==> src/pkg/scp_regs.vh <==
// Purpose: constants for the serial command port
// Assumes: included by the design files of this block
// Notes:   bit positions within the 32-bit configuration word
`ifndef SCP_REGS_VH
`define SCP_REGS_VH
// ==========================================
// command bytes
`define SCP_RESYNC_FILL_BYTE  8'hff
`define SCP_RESYNC_END_BYTE   8'hfe
`define SCP_NULL_BYTE         8'h00
`define SCP_BIT_CMD           7
`define SCP_BIT_ARRAY         6
`define SCP_BIT_RD            3
`define SCP_SEL_DATA          3'h0
`define SCP_SEL_OFFSET        3'h1
`define SCP_SEL_GAIN          3'h2
`define SCP_SEL_CONFIG        3'h3
`define SCP_SEL_SETUP         3'h5
`define SCP_CAL_NONE          3'h0
`define SCP_CAL_SELF_OFS      3'h1
`define SCP_CAL_SELF_GAIN     3'h2
`define SCP_CAL_SYS_OFS       3'h5
`define SCP_CAL_SYS_GAIN      3'h6
// ==========================================
// configuration word fields
`define SCP_CFG_PSS           31
`define SCP_CFG_PDW           30
`define SCP_CFG_RST           29
`define SCP_CFG_RV            28
`define SCP_CFG_IS            27
`define SCP_CFG_GB            26
`define SCP_CFG_VRS           25
`define SCP_CFG_A1            24
`define SCP_CFG_A0            23
`define SCP_CFG_OLS           22
`define SCP_CFG_OGS           20
`define SCP_CFG_FRS           19
`define SCP_CFG_USED_MASK     32'hffd80000
// ==========================================
// reset values
`define SCP_CFG_RESET         32'h00000000
`define SCP_OFS_RESET         32'h00000000
`define SCP_GAIN_RESET        32'h01000000
`define SCP_SETUP_RESET       32'h00000000
// ==========================================
// timing
`define SCP_CLK_MHZ           50
`define SCP_SLEEP_WAKE_MS     20
`define SCP_SLEEP_WAKE_CYC    (`SCP_SLEEP_WAKE_MS * `SCP_CLK_MHZ * 1000)
`define SCP_WORD_BITS         32
`endif
==> src/design/scp_port.v <==
// Purpose: serial command interpreter and configuration control
// Assumes: host serial clock far slower than i_clk; sampled after two flops
// Notes:   data in sampled on rising serial clock, data out changes on falling
//
// Notes on behaviour
// - three-bit setup pointer picks one of eight setups, zero is first.
// - calibration code 001,010,101,110 picks the four calibration kinds.
// - an all-ones byte is a resync fill byte, not a command.
// - byte fe ends resync, port then waits for a command byte.
// - null byte clears the port flag, continuous conversion keeps running.
// - port accessible only while chip select is low.
// - data output not driven while chip select is high.
// - serial clock edges ignored while chip select is high.
// - after a read command the device shifts out 32 register bits.
// - after a single read or write the port returns to command mode.
// - offset, gain, config, setup read/write; conversion data read only.
// - array commands move all gain, offset or setup registers at once.
// - array words go in ascending order, then command mode.
// - config moves as 32 bits, only twelve of them meaningful.
// - power-down enters power save; select bit picks standby or sleep.
// - standby keeps oscillator; sleep stops it, 20 ms restart delay.
// - writing one to the reset bit resets the internal logic.
// - reset-valid flag set by system reset, cleared on config read.
// - reset loads zeros, gains load 01000000.
// - host writes reset bit back to zero; port resumes command mode.
// - the resetting write sets only the reset bit.
// - guard bit turns latch output zero into the guard signal.
// - select 31, power-down 30, reset 29, reset-valid 28.
// - multi-convert bit zero single conversion, one continuous.
`timescale 1ns/100ps
`default_nettype none
`include "scp_regs.vh"
module scp_port #(
   parameter NUM_CAL   = 4,
   parameter WAKE_CYC  = `SCP_SLEEP_WAKE_CYC
) (
   input  wire        i_clk,
   input  wire        i_rst,
   input  wire        i_cs_n,
   input  wire        i_sclk,
   input  wire        i_sdi,
   input  wire        i_ext_clk,
   input  wire        i_data_ready,
   input  wire [31:0] i_conv_data,
   output reg         o_sdo,
   output reg         o_sdo_oe,
   output reg         o_port_flag,
   output reg         o_conv_start,
   output reg         o_continuous,
   output reg  [2:0]  o_setup_pointer,
   output reg  [2:0]  o_calibration_code,
   output reg         o_cal_start,
   output reg         o_standby,
   output reg         o_sleep,
   output reg         o_osc_ready,
   output reg         o_filter_halt,
   output reg         o_guard_enable,
   output reg         o_latch_sel_cfg,
   output reg  [1:0]  o_cfg_latch,
   output reg  [31:0] o_cfg
);
   // ==========================================
   // input synchronisers and edges
   wire [2:0] pins_s;
   // select resets high so no false frame follows reset
   scp_sync #(.W(3), .INIT(3'h4)) u_sync (
      .i_clk   (i_clk),
      .i_rst   (i_rst),
      .i_async ({i_cs_n, i_sclk, i_sdi}),
      .o_sync  (pins_s)
   );
   wire cs_n_s = pins_s[2];
   wire sclk_s = pins_s[1];
   wire sdi_s  = pins_s[0];
   reg  sclk_q;
   wire rise = ~cs_n_s & sclk_s & ~sclk_q;
   wire fall = ~cs_n_s & ~sclk_s & sclk_q;

   localparam ST_CMD   = 2'd0;
   localparam ST_WR    = 2'd1;
   localparam ST_RD    = 2'd2;
   localparam NO_WORD  = 4'hf;

   reg [1:0]  state_q;
   reg [7:0]  cmd_q;
   reg [7:0]  shin_q;
   reg [31:0] word_q;
   reg [31:0] shout_q;
   reg [5:0]  bit_q;
   reg [2:0]  left_q;
   reg [3:0]  addr_q;
   reg        synced_q;
   reg        load_q;
   reg        load2_q;
   reg [31:0] cfg_q;
   reg        rv_q;
   reg        sys_rst_q;
   reg        we_q;
   reg [31:0] wdata_q;
   reg [31:0] wake_q;
   wire [31:0] rdata;

   // word address of a register class and channel
   function [3:0] word_addr;
      input [2:0] sel;
      input [1:0] ch;
      begin
         case (sel)
            `SCP_SEL_OFFSET: word_addr = {2'b00, ch};
            `SCP_SEL_GAIN:   word_addr = {2'b01, ch};
            `SCP_SEL_SETUP:  word_addr = {2'b10, ch};
            default:         word_addr = NO_WORD;
         endcase
      end
   endfunction

   // number of words in an array
   function [2:0] array_len;
      input [2:0] sel;
      begin
         array_len = (sel == `SCP_SEL_SETUP) ? 3'd4 : NUM_CAL[2:0];
      end
   endfunction

   scp_regfile u_regs (
      .i_clk   (i_clk),
      .i_rst   (i_rst),
      .i_clr   (sys_rst_q),
      .i_we    (we_q),
      .i_waddr (addr_q),
      .i_wdata (wdata_q),
      .i_raddr (addr_q),
      .o_rdata (rdata)
   );

   wire [7:0] byte_in   = {shin_q[6:0], sdi_s};
   wire [31:0] word_in  = {word_q[30:0], sdi_s};
   wire [2:0] sel_in    = byte_in[2:0];

   // ==========================================
   // serial engine
   always @(posedge i_clk or posedge i_rst) begin
      if (i_rst) begin
         sclk_q       <= 1'b0;
         load2_q      <= 1'b0;
         state_q      <= ST_CMD;
         cmd_q        <= 8'h00;
         shin_q       <= 8'h00;
         word_q       <= 32'h00000000;
         shout_q      <= 32'h00000000;
         bit_q        <= 6'd0;
         left_q       <= 3'd0;
         addr_q       <= 4'h0;
         synced_q     <= 1'b1;
         load_q       <= 1'b0;
         cfg_q        <= `SCP_CFG_RESET;
         rv_q         <= 1'b0;
         sys_rst_q    <= 1'b0;
         we_q         <= 1'b0;
         wdata_q      <= 32'h00000000;
         o_port_flag  <= 1'b0;
         o_conv_start <= 1'b0;
         o_continuous <= 1'b0;
         o_setup_pointer    <= 3'd0;
         o_calibration_code <= 3'd0;
         o_cal_start  <= 1'b0;
         o_sdo        <= 1'b0;
         o_sdo_oe     <= 1'b0;
      end else begin
         sclk_q       <= sclk_s;
         // regfile output lags its address by one clock
         load2_q      <= load_q;
         we_q         <= 1'b0;
         sys_rst_q    <= 1'b0;
         o_conv_start <= 1'b0;
         o_cal_start  <= 1'b0;
         load_q       <= 1'b0;
         o_sdo_oe     <= ~cs_n_s;
         if (i_data_ready) begin
            o_port_flag <= 1'b1;
         end
         if (load2_q) begin
            // select zero reads the conversion word
            shout_q <= (cmd_q[2:0] == `SCP_SEL_CONFIG) ? {cfg_q[31:29], rv_q, cfg_q[27:0]}
                     : (cmd_q[2:0] == `SCP_SEL_DATA) ? i_conv_data
                     : rdata;
         end
         if (rise) begin
            case (state_q)
               ST_CMD: begin
                  shin_q <= byte_in;
                  bit_q  <= bit_q + 6'd1;
                  if (bit_q == 6'd7) begin
                     bit_q <= 6'd0;
                     cmd_q <= byte_in;
                     if (byte_in == `SCP_RESYNC_FILL_BYTE) begin
                        synced_q <= 1'b0;
                     end else if (!synced_q || byte_in == `SCP_RESYNC_END_BYTE) begin
                        if (byte_in == `SCP_RESYNC_END_BYTE) begin
                           synced_q <= 1'b1;
                        end
                     end else if (byte_in == `SCP_NULL_BYTE) begin
                        if (!i_data_ready) begin
                           o_port_flag <= 1'b0;
                        end
                     end else if (byte_in[`SCP_BIT_CMD]) begin
                        o_setup_pointer    <= byte_in[5:3];
                        o_calibration_code <= byte_in[2:0];
                        if (byte_in[2:0] == `SCP_CAL_NONE) begin
                           o_continuous <= byte_in[6];
                           o_conv_start <= 1'b1;
                        end else if (byte_in[2:0] == `SCP_CAL_SELF_OFS ||
                                     byte_in[2:0] == `SCP_CAL_SELF_GAIN ||
                                     byte_in[2:0] == `SCP_CAL_SYS_OFS ||
                                     byte_in[2:0] == `SCP_CAL_SYS_GAIN) begin
                           o_cal_start <= 1'b1;
                        end
                     end else if (word_addr(sel_in, 2'b00) != NO_WORD ||
                                  sel_in == `SCP_SEL_CONFIG ||
                                  (sel_in == `SCP_SEL_DATA && byte_in[`SCP_BIT_RD])) begin
                        addr_q <= byte_in[`SCP_BIT_ARRAY] ? word_addr(sel_in, 2'b00)
                                : word_addr(sel_in, byte_in[5:4]);
                        left_q <= byte_in[`SCP_BIT_ARRAY] && word_addr(sel_in, 2'b00) != NO_WORD
                                ? array_len(sel_in) : 3'd1;
                        state_q <= byte_in[`SCP_BIT_RD] ? ST_RD : ST_WR;
                        load_q <= byte_in[`SCP_BIT_RD];
                     end
                  end
               end
               ST_WR: begin
                  word_q <= word_in;
                  bit_q  <= bit_q + 6'd1;
                  if (bit_q == 6'd31) begin
                     bit_q <= 6'd0;
                     if (cmd_q[2:0] == `SCP_SEL_CONFIG) begin
                        if (word_in[`SCP_CFG_RST]) begin
                           cfg_q     <= 32'h00000000 | (32'h1 << `SCP_CFG_RST);
                           sys_rst_q <= 1'b1;
                           rv_q      <= 1'b1;
                        end else begin
                           cfg_q <= word_in & `SCP_CFG_USED_MASK & ~(32'h1 << `SCP_CFG_RV);
                        end
                     end else begin
                        we_q    <= 1'b1;
                        wdata_q <= word_in;
                     end
                     if (left_q == 3'd1) begin
                        state_q <= ST_CMD;
                     end
                     left_q <= left_q - 3'd1;
                  end
               end
               ST_RD: begin
                  bit_q <= bit_q + 6'd1;
                  if (bit_q == 6'd31) begin
                     bit_q <= 6'd0;
                     if (cmd_q[2:0] == `SCP_SEL_CONFIG) begin
                        rv_q <= 1'b0;
                     end
                     if (left_q == 3'd1) begin
                        state_q <= ST_CMD;
                     end else begin
                        addr_q <= addr_q + 4'h1;
                        load_q <= 1'b1;
                     end
                     left_q <= left_q - 3'd1;
                  end
               end
               default: begin
                  state_q <= ST_CMD;
               end
            endcase
         end
         if (we_q) begin
            addr_q <= addr_q + 4'h1;
         end
         if (state_q == ST_RD && fall) begin
            o_sdo   <= shout_q[31];
            shout_q <= {shout_q[30:0], 1'b0};
         end else if (state_q != ST_RD) begin
            o_sdo <= 1'b0;
         end
      end
   end

   // ==========================================
   // power save and configuration outputs
   always @(posedge i_clk or posedge i_rst) begin
      if (i_rst) begin
         wake_q          <= 32'h00000000;
         o_standby       <= 1'b0;
         o_sleep         <= 1'b0;
         o_osc_ready     <= 1'b1;
         o_filter_halt   <= 1'b0;
         o_guard_enable  <= 1'b0;
         o_latch_sel_cfg <= 1'b0;
         o_cfg_latch     <= 2'b00;
         o_cfg           <= `SCP_CFG_RESET;
      end else begin
         o_standby     <= cfg_q[`SCP_CFG_PDW] & ~cfg_q[`SCP_CFG_PSS];
         o_sleep       <= cfg_q[`SCP_CFG_PDW] & cfg_q[`SCP_CFG_PSS];
         o_filter_halt <= cfg_q[`SCP_CFG_PDW];
         if (cfg_q[`SCP_CFG_PDW] & cfg_q[`SCP_CFG_PSS]) begin
            wake_q      <= (i_ext_clk) ? 32'h00000000 : WAKE_CYC;
            o_osc_ready <= i_ext_clk;
         end else if (wake_q != 32'h00000000) begin
            wake_q      <= wake_q - 32'h1;
            o_osc_ready <= (wake_q == 32'h1);
         end else begin
            o_osc_ready <= 1'b1;
         end
         o_guard_enable  <= cfg_q[`SCP_CFG_GB];
         o_latch_sel_cfg <= cfg_q[`SCP_CFG_OLS] & ~cfg_q[`SCP_CFG_GB];
         o_cfg_latch     <= {cfg_q[`SCP_CFG_A1], cfg_q[`SCP_CFG_A0]};
         o_cfg           <= {cfg_q[31:29], rv_q, cfg_q[27:0]};
      end
   end
endmodule
`default_nettype wire

==> src/design/scp_regfile.v <==
// Purpose: storage for offset, gain and setup words
// Assumes: one write or one read per clock
// Notes:   read data come out of a register
`timescale 1ns/100ps
`default_nettype none
`include "scp_regs.vh"
module scp_regfile (
   input  wire        i_clk,
   input  wire        i_rst,
   input  wire        i_clr,
   input  wire        i_we,
   input  wire [3:0]  i_waddr,
   input  wire [31:0] i_wdata,
   input  wire [3:0]  i_raddr,
   output reg  [31:0] o_rdata
);
   // ==========================================
   // word 0-3 offset, 4-7 gain, 8-11 setup
   reg [31:0] mem_q [0:11];
   genvar g;
   generate
      for (g = 0; g < 12; g = g + 1) begin : g_word
         always @(posedge i_clk or posedge i_rst) begin
            if (i_rst) begin
               mem_q[g] <= (g >= 4 && g < 8) ? `SCP_GAIN_RESET : `SCP_OFS_RESET;
            end else if (i_clr) begin
               mem_q[g] <= (g >= 4 && g < 8) ? `SCP_GAIN_RESET : `SCP_SETUP_RESET;
            end else if (i_we && i_waddr == g) begin
               mem_q[g] <= i_wdata;
            end
         end
      end
   endgenerate
   always @(posedge i_clk or posedge i_rst) begin
      if (i_rst) begin
         o_rdata <= 32'h00000000;
      end else if (i_raddr < 4'hc) begin
         o_rdata <= mem_q[i_raddr];
      end else begin
         o_rdata <= 32'h00000000;
      end
   end
endmodule
`default_nettype wire

==> src/design/scp_sync.v <==
// Purpose: two-flop synchroniser for a group of pin inputs
// Assumes: inputs are asynchronous to i_clk
// Notes:   first stage is read only by the second stage
`timescale 1ns/100ps
`default_nettype none
module scp_sync #(
   parameter         W    = 3,
   parameter [W-1:0] INIT = {W{1'b0}}
) (
   input  wire         i_clk,
   input  wire         i_rst,
   input  wire [W-1:0] i_async,
   output reg  [W-1:0] o_sync
);
   reg [W-1:0] meta_q;
   always @(posedge i_clk or posedge i_rst) begin
      if (i_rst) begin
         meta_q <= INIT;
         o_sync <= INIT;
      end else begin
         meta_q <= i_async;
         o_sync <= meta_q;
      end
   end
endmodule
`default_nettype wire

==> config.mk <==
export PLATFORM = sky130hd
export DESIGN_NAME = scp_port
export DESIGN_NICKNAME = d
export VERILOG_FILES = /design/src/design/scp_port.v /design/src/design/scp_regfile.v /design/src/design/scp_sync.v
export VERILOG_INCLUDE_DIRS = /design/src /design/src/pkg
export SDC_FILE = /design/constraint.sdc
export NUM_CORES = 1
export LEC_CHECK = 0
export ABC_AREA = 0
export ABC_CLOCK_PERIOD_IN_PS = 21500
export BUFFER_PORTS_ARGS = -buffer_cell sky130_fd_sc_hd__buf_2
export CORE_MARGIN = 3
export CORE_UTILIZATION = 55
export CTS_CLUSTER_DIAMETER = 60
export DETAILED_ROUTE_END_ITERATION = 10
export GPL_TIMING_DRIVEN = 0
export PLACE_DENSITY = 0.71
export SLEW_MARGIN = 15
export SYNTH_ARGS = -nofsm -noshare
export SYNTH_HDL_FRONTEND = slang
export SYNTH_SLANG_ARGS = --single-unit
==> constraint.sdc <==
create_clock -name i_clk -period 21.5 [get_ports i_clk]
set_input_delay 2.15 -clock i_clk [delete_from_list [all_inputs] [get_ports i_clk]]
set_output_delay 2.15 -clock i_clk [all_outputs]
set_load 0.005 [all_outputs]
== After elaboration in Yosys (flattened, before gate mapping) ==
Cells that the tools add are included.

* Bits in registers: 665
* Input port bits: 39
* Output and inout bits: 52
* Word-level logic and storage cells: 328

* $add $sub $neg: 4
* Magnitude comparators: 2
* Equal/unequal tests: 49
* Muxes and demuxes: 144
* Bitwise logic cells: 17
* Reductions and logical operators: 63

{| class="wikitable"
|+ Operator list
! operator !! count
|-
| $mux 32 || 34
|-
| $bmux 32 s4 || 1
|-
| $mux 4 || 26
|-
| $mux 1 || 55
|-
| $reduce_bool 2->1 || 20
|-
| $eq 32x1->1 const B || 1
|-
| $reduce_bool 32->1 || 1
|-
| $sub 32x1->32 const B || 1
|-
| $mux 3 || 8
|-
| $ne 2x2->1 const B || 12
|-
| $ne 3x3->1 const B || 8
|-
| $pmux 4 s3 || 2
|-
| $mux 20 || 1
|-
| $mux 2 || 9
|-
| $reduce_and 9->1 || 2
|-
| $eq 4x3->1 const B || 4
|-
| $eq 4x4->1 const B || 4
|-
| $eq 8x8->1 const B || 2
|-
| $logic_and 1x1->1 || 15
|-
| $reduce_and 7->1 || 2
|-
| $mux 6 || 2
|-
| $pmux 6 s2 || 1
|-
| $reduce_and 10->1 || 1
|-
| $eq 3x2->1 const B || 3
|-
| 35 further kinds || 64
|}

== Longest topological paths before layout ==
* Depth after elaboration: 30
* Depth in mapped cells: 10
* Mapped depth without buffers: 7

== Hierarchy ==
Synthesis repeated with hierarchy kept, for this count alone.

* Cells, all modules: 2902
* Area total of the unflattened synthesis: 29580.9 µm²

{| class="wikitable"
|+ By module, submodules not included
! module !! times used !! cells an instance !! area each (µm²)
|-
| scp_regfile || 1 || 2053 || 20173.1
|-
| scp_port || 1 || 842 || 9251.4
|-
| scp_sync || 1 || 7 || 156.4
|}

== Worst setup path before layout ==
Ideal clock, no wire load.

* Path kind: flip-flop to flip-flop
* Start point: register state_q[0]
* End point: register o_calibration_code[0]
* Data arrival time: 2.595 ns
* Required time: 21.375 ns
* Setup slack: 18.780 ns
* Stages on the path, launching flop included: 9
* Path through: dfrtp_1 > inv_1 > ha_1 > nand4bb_1 > clkbuf_1 > nor4_1 > and4b_1 > clkbuf_1 > mux2_2

* Word-level cells in the longest chain between the ends: 2

{| class="wikitable"
|+ RTL lines
! what !! RTL line !! text
|-
| start, declared || scp_port.v:84 || <nowiki>reg [1:0] state_q;</nowiki>
|-
| start signal, assigned || scp_port.v:225 || <nowiki>state_q <= byte_in[`SCP_BIT_RD] ? ST_RD : ST_WR;</nowiki>
|-
| $logic_not 2->1 || scp_port.v:189 || <nowiki>case (state_q)</nowiki>
|-
| $reduce_and 7->1 (no source line) || - ||
|-
| end signal, assigned || scp_port.v:208 || <nowiki>o_calibration_code <= byte_in[2:0];</nowiki>
|-
| end, declared || scp_port.v:51 || <nowiki>output reg [2:0] o_calibration_code,</nowiki>
|}

No other way between the ends.
A chain may end at the register's enable or synchronous reset.

== Final worst setup path ==
* Start point: register addr_q[0]
* End point: register u_regs.mem_q[302] (netlist name)

* Word-level cells in the longest chain between the ends: 3

{| class="wikitable"
|+ RTL lines
! what !! RTL line !! text
|-
| start, declared || scp_port.v:91 || <nowiki>reg [3:0] addr_q;</nowiki>
|-
| start signal, assigned || scp_port.v:221 || <nowiki>addr_q <= byte_in[`SCP_BIT_ARRAY] ? word_addr(sel_in, 2'b00)</nowiki>
|-
| start signal, assigned || scp_port.v:263 || <nowiki>addr_q <= addr_q + 4'h1;</nowiki>
|-
| start signal, assigned || scp_port.v:275 || <nowiki>addr_q <= addr_q + 4'h1;</nowiki>
|-
| $eq 4x2->1 || scp_regfile.v:28 || <nowiki>end else if (i_we && i_waddr == g) begin</nowiki>
|-
| $logic_and 1x1->1 || scp_regfile.v:28 ||
|-
| $reduce_bool 2->1 (no source line) || - ||
|-
| end signal, assigned by index || scp_regfile.v:25 || <nowiki>mem_q[g] <= (g >= 4 && g < 8) ? `SCP_GAIN_RESET : `SCP_OFS_RESET;</nowiki>
|-
| end signal, assigned by index || scp_regfile.v:27 || <nowiki>mem_q[g] <= (g >= 4 && g < 8) ? `SCP_GAIN_RESET : `SCP_SETUP_RESET;</nowiki>
|-
| end signal, assigned by index || scp_regfile.v:29 || <nowiki>mem_q[g] <= i_wdata;</nowiki>
|-
| end, declared || scp_regfile.v:19 || <nowiki>reg [31:0] mem_q [0:11];</nowiki>
|}

No other way between the ends.

==> results.sh <==
export IMPL_critPathArrivalTime_ns=4.66
export IMPL_cts_hold_buf=0
export IMPL_ys_types=65
export IMPL_setup_slack_ns=17.34
export IMPL_drtPass1Iterations=5
export IMPL_min_period_over_period=0.1933
export IMPL_ys_ff_latch=620
export IMPL_post_route_util=0.6346
export IMPL_cts_setup_buffers=0
export IMPL_cts_buffer_depth=3
export IMPL_maxCapViolCount=0
export IMPL_tns_ns=0
export IMPL_yosys_area_share_simple=0.1536
export IMPL_first_iter_violations=2162
export IMPL_diodes=0
export IMPL_antenna_left=0
export IMPL_fin_cells=3719
export IMPL_grt_max_degree=115
export IMPL_route_detailed_drc=0
export IMPL_rows=82
export IMPL_yosys_area_share_xor_xnor=0.002777
export IMPL_routedWlPerCell_um=22.00
export IMPL_port_buffers=70
export IMPL_cts_inserted_buffers=68
export IMPL_drive_gt1_frac=0.1349
export IMPL_min_period_ns=4.155
export IMPL_start_util=0.5612
export IMPL_cpMostUsedCell="clkbuf_1"
export IMPL_syn2layout_area_growth_pct=13.07
export IMPL_synth_avg_cell_area_um2=10.03
export IMPL_pre_cts_ws_ns=17.48
export IMPL_fmax_ghz=0.2407
export IMPL_die_area_mm2=0.05438
export IMPL_fp_dieW_um=233.2
export IMPL_path_max_fanout=10
export IMPL_cts_tree="yes"
export IMPL_endpoint_kind="register"
export IMPL_async_flop_share=1.000
export IMPL_numClockSinks=620
export IMPL_dieHeight_um=233.2
export IMPL_path_cells="clkbuf_1 -> clkbuf_1 -> buf_1 -> inv_1 -> ha_1 -> nand2_1 -> nor3_1 -> clkbuf_1 -> nand2_1 -> a21oi_1"
export IMPL_setup_worst_path_start_class="register"
export IMPL_slowest_delay_ns=0.95
export IMPL_post_cts_resized=0
export IMPL_crit_family="buffers and inverters"
export IMPL_synthMuxAreaShare=0.1361
export IMPL_grt_use_total=0.3045
export IMPL_setup_viol=0
export IMPL_grt_pass1_vias=22360
export IMPL_tightest_slew_ns=1.217
export IMPL_ys_warn_count=0
export IMPL_synth_cell_area_mm2=0.02839
export IMPL_status="completed"
export IMPL_nets=3049
export IMPL_rsz0062_at_grt="false"
export IMPL_maxSlewViolCount=0
export IMPL_power_density_mw_per_mm2=78.29
export IMPL_critical_path_class="register to register"
export IMPL_synth_compound_area_frac=0.1122
export IMPL_synth_edf_count=0
export IMPL_synthCells=2831
export IMPL_vias=22390
export IMPL_synth_top_family_by_area="simple AND/OR/NAND/NOR gates"
export IMPL_slowest_stage="nor3_1"
export IMPL_htree_levels=3
export IMPL_max_slew_margin=0.1821
export IMPL_leakage_nw=13.94
export IMPL_grt_pass1_wl_mm=126.4
export IMPL_ys_flop_type="dfrtp_1"
export IMPL_hold_class="register to register"
export IMPL_peakVddDrop_uv=46.40
export IMPL_vias_per_cell=6.019
export IMPL_synthAdderAreaFrac=0.006171
export IMPL_dp_hpwl_mm=57.03
export IMPL_antenna_found_initial=0
export IMPL_power_w=0.002513
export IMPL_grt_ovfl_total=0
export IMPL_cp_num_buf_inv=5
export IMPL_totalWireLength_mm=81.81
export IMPL_io_pins=91
export IMPL_final_hold_viol_count=0
export IMPL_yosysSeqAreaShare=0.5469
export IMPL_skew_ns=0.03251
export IMPL_cp_required_ns=22.00
export IMPL_dp_cells=3598
export IMPL_coreArea_mm2=0.05058
export IMPL_insertion_delay_ns=0.61
export IMPL_clk_pin_slew_ns=0.06
export IMPL_cts_root_buf="clkbuf_16"
export IMPL_gp_congestion=0.9442
registers in the layout, summed over array words and instances (netlist names), 2 cells and up:
register	flops
shout_q	32
bit_q	6
o_setup_pointer	3
word_q	31
u_sync.o_sync	3
u_regs.mem_q	384
wdata_q	32
o_calibration_code	3
state_q	2
left_q	3
u_sync.meta_q	3
wake_q	32
cmd_q	3
shin_q	7
u_regs.o_rdata	32
addr_q	4
o_cfg	11
cfg_q	11
final cells by class:
type                       instances  area (um2)
sequential                       620       15520
clock inverter                    27       272.8
timing repair buffer              76       515.5
multi-input combinational       1938       11750
clock buffer                      94        1993
tap                              672       840.8
inverter                          41       161.4
fill                            4060       18480
buffer                           251        1044
worst paths after layout:
path	to	cells past startpoint	startpoint	slack, ns
max	u_regs.mem_q[302]	10	addr_q[0]	17.34
min	u_sync.o_sync[1]	0	u_sync.meta_q[1]	0.35
max reg2reg	u_regs.mem_q[302]	10	addr_q[0]	17.34
min reg2reg	u_sync.o_sync[1]	0	u_sync.meta_q[1]	0.35
max in group asynchronous	u_regs.mem_q[16]	5	i_rst	18.24
min in group asynchronous	bit_q[5]	2	i_rst	1.61
cells in the final DEF (no fill, tap or decap), drive strengths merged, types with 4 or more instances in the layout:
cell type  Yosys  layout
ha            14      14
a31oi          6       6
conb           1      20
nand4          9       9
o21ai         63      63
mux2          79      79
or4           17      17
xnor2          7       7
nand3         27      27
nor2b          9       9
dfstp          8       8
o21a          20      20
inv           40      41
a21oi        430     430
nor4b          4       4
buf           45     120
nor2          52      52
dfrtp        612     612
o221ai        21      21
bufinv         0       5
clkinv         1      20
nor3          18      18
o31ai         15      15
or3           13      13
nand2        858     858
nand3b         8       8
nor4           8       8
clkbuf       206     301
mux4          96      96
mux2i         81      81
nand2b        17      17
metal layers:
| layer | wire length, um | GRT usage | vias to the layer above |
|---|---|---|---|
| li1 | - | - | 9961 |
| met1 | 32550 | 0.4057 | 11240 |
| met2 | 38980 | 0.4903 | 995 |
| met3 | 7575 | 0.06976 | 192 |
| met4 | 2708 | 0.1166 | 0 |
| met5 | 0 | 0 | - |
report_power, final:
group | leakage (nW) | internal, W | total [W] | switching [W]
logic | 4.32 | 0.0000532 | 0.000136 | 0.0000832
clock network | 1.13 | 0.000708 | 0.00119 | 0.000480
registers | 8.49 | 0.00118 | 0.00119 | 0.0000114
Yosys cell counts (20+ instances only):
library cell / count / area, um2
dfrtp_1: 612 / 15310
nand3_1: 27 / 135.1
clkbuf_1: 206 / 773.2
o21a_1: 20 / 150.1
nor2_1: 52 / 195.2
inv_1: 40 / 150.1
a21oi_1: 430 / 2152
buf_4: 24 / 180.2
o221ai_1: 21 / 183.9
nand2_1: 858 / 3221
mux2_2: 79 / 889.6
o21ai_0: 63 / 315.3
mux2i_1: 81 / 810.8
mux4_2: 96 / 2162
through the flow:
stage          hold slack [ns]  area, um2
3_5_place_dp            0.3410      29830
5_1_grt                 0.3585      32100
6_report                0.3473      32100
4_1_cts                 0.3489      32090
2_1_floorplan           0.3312      28460
3_3_place_gp            0.3323      29650
cell families after synthesis:
logic type | count (synthesis)
AO/OA/AOI/OAI | 583
XOR/XNOR | 9
adder cells (fa/ha/maj) | 14
buffers and inverters | 292
flip-flops | 620
multiplexers | 256
other | 1
AND/OR/NAND/NOR | 1056
Power figures use the tool's default switching activity.
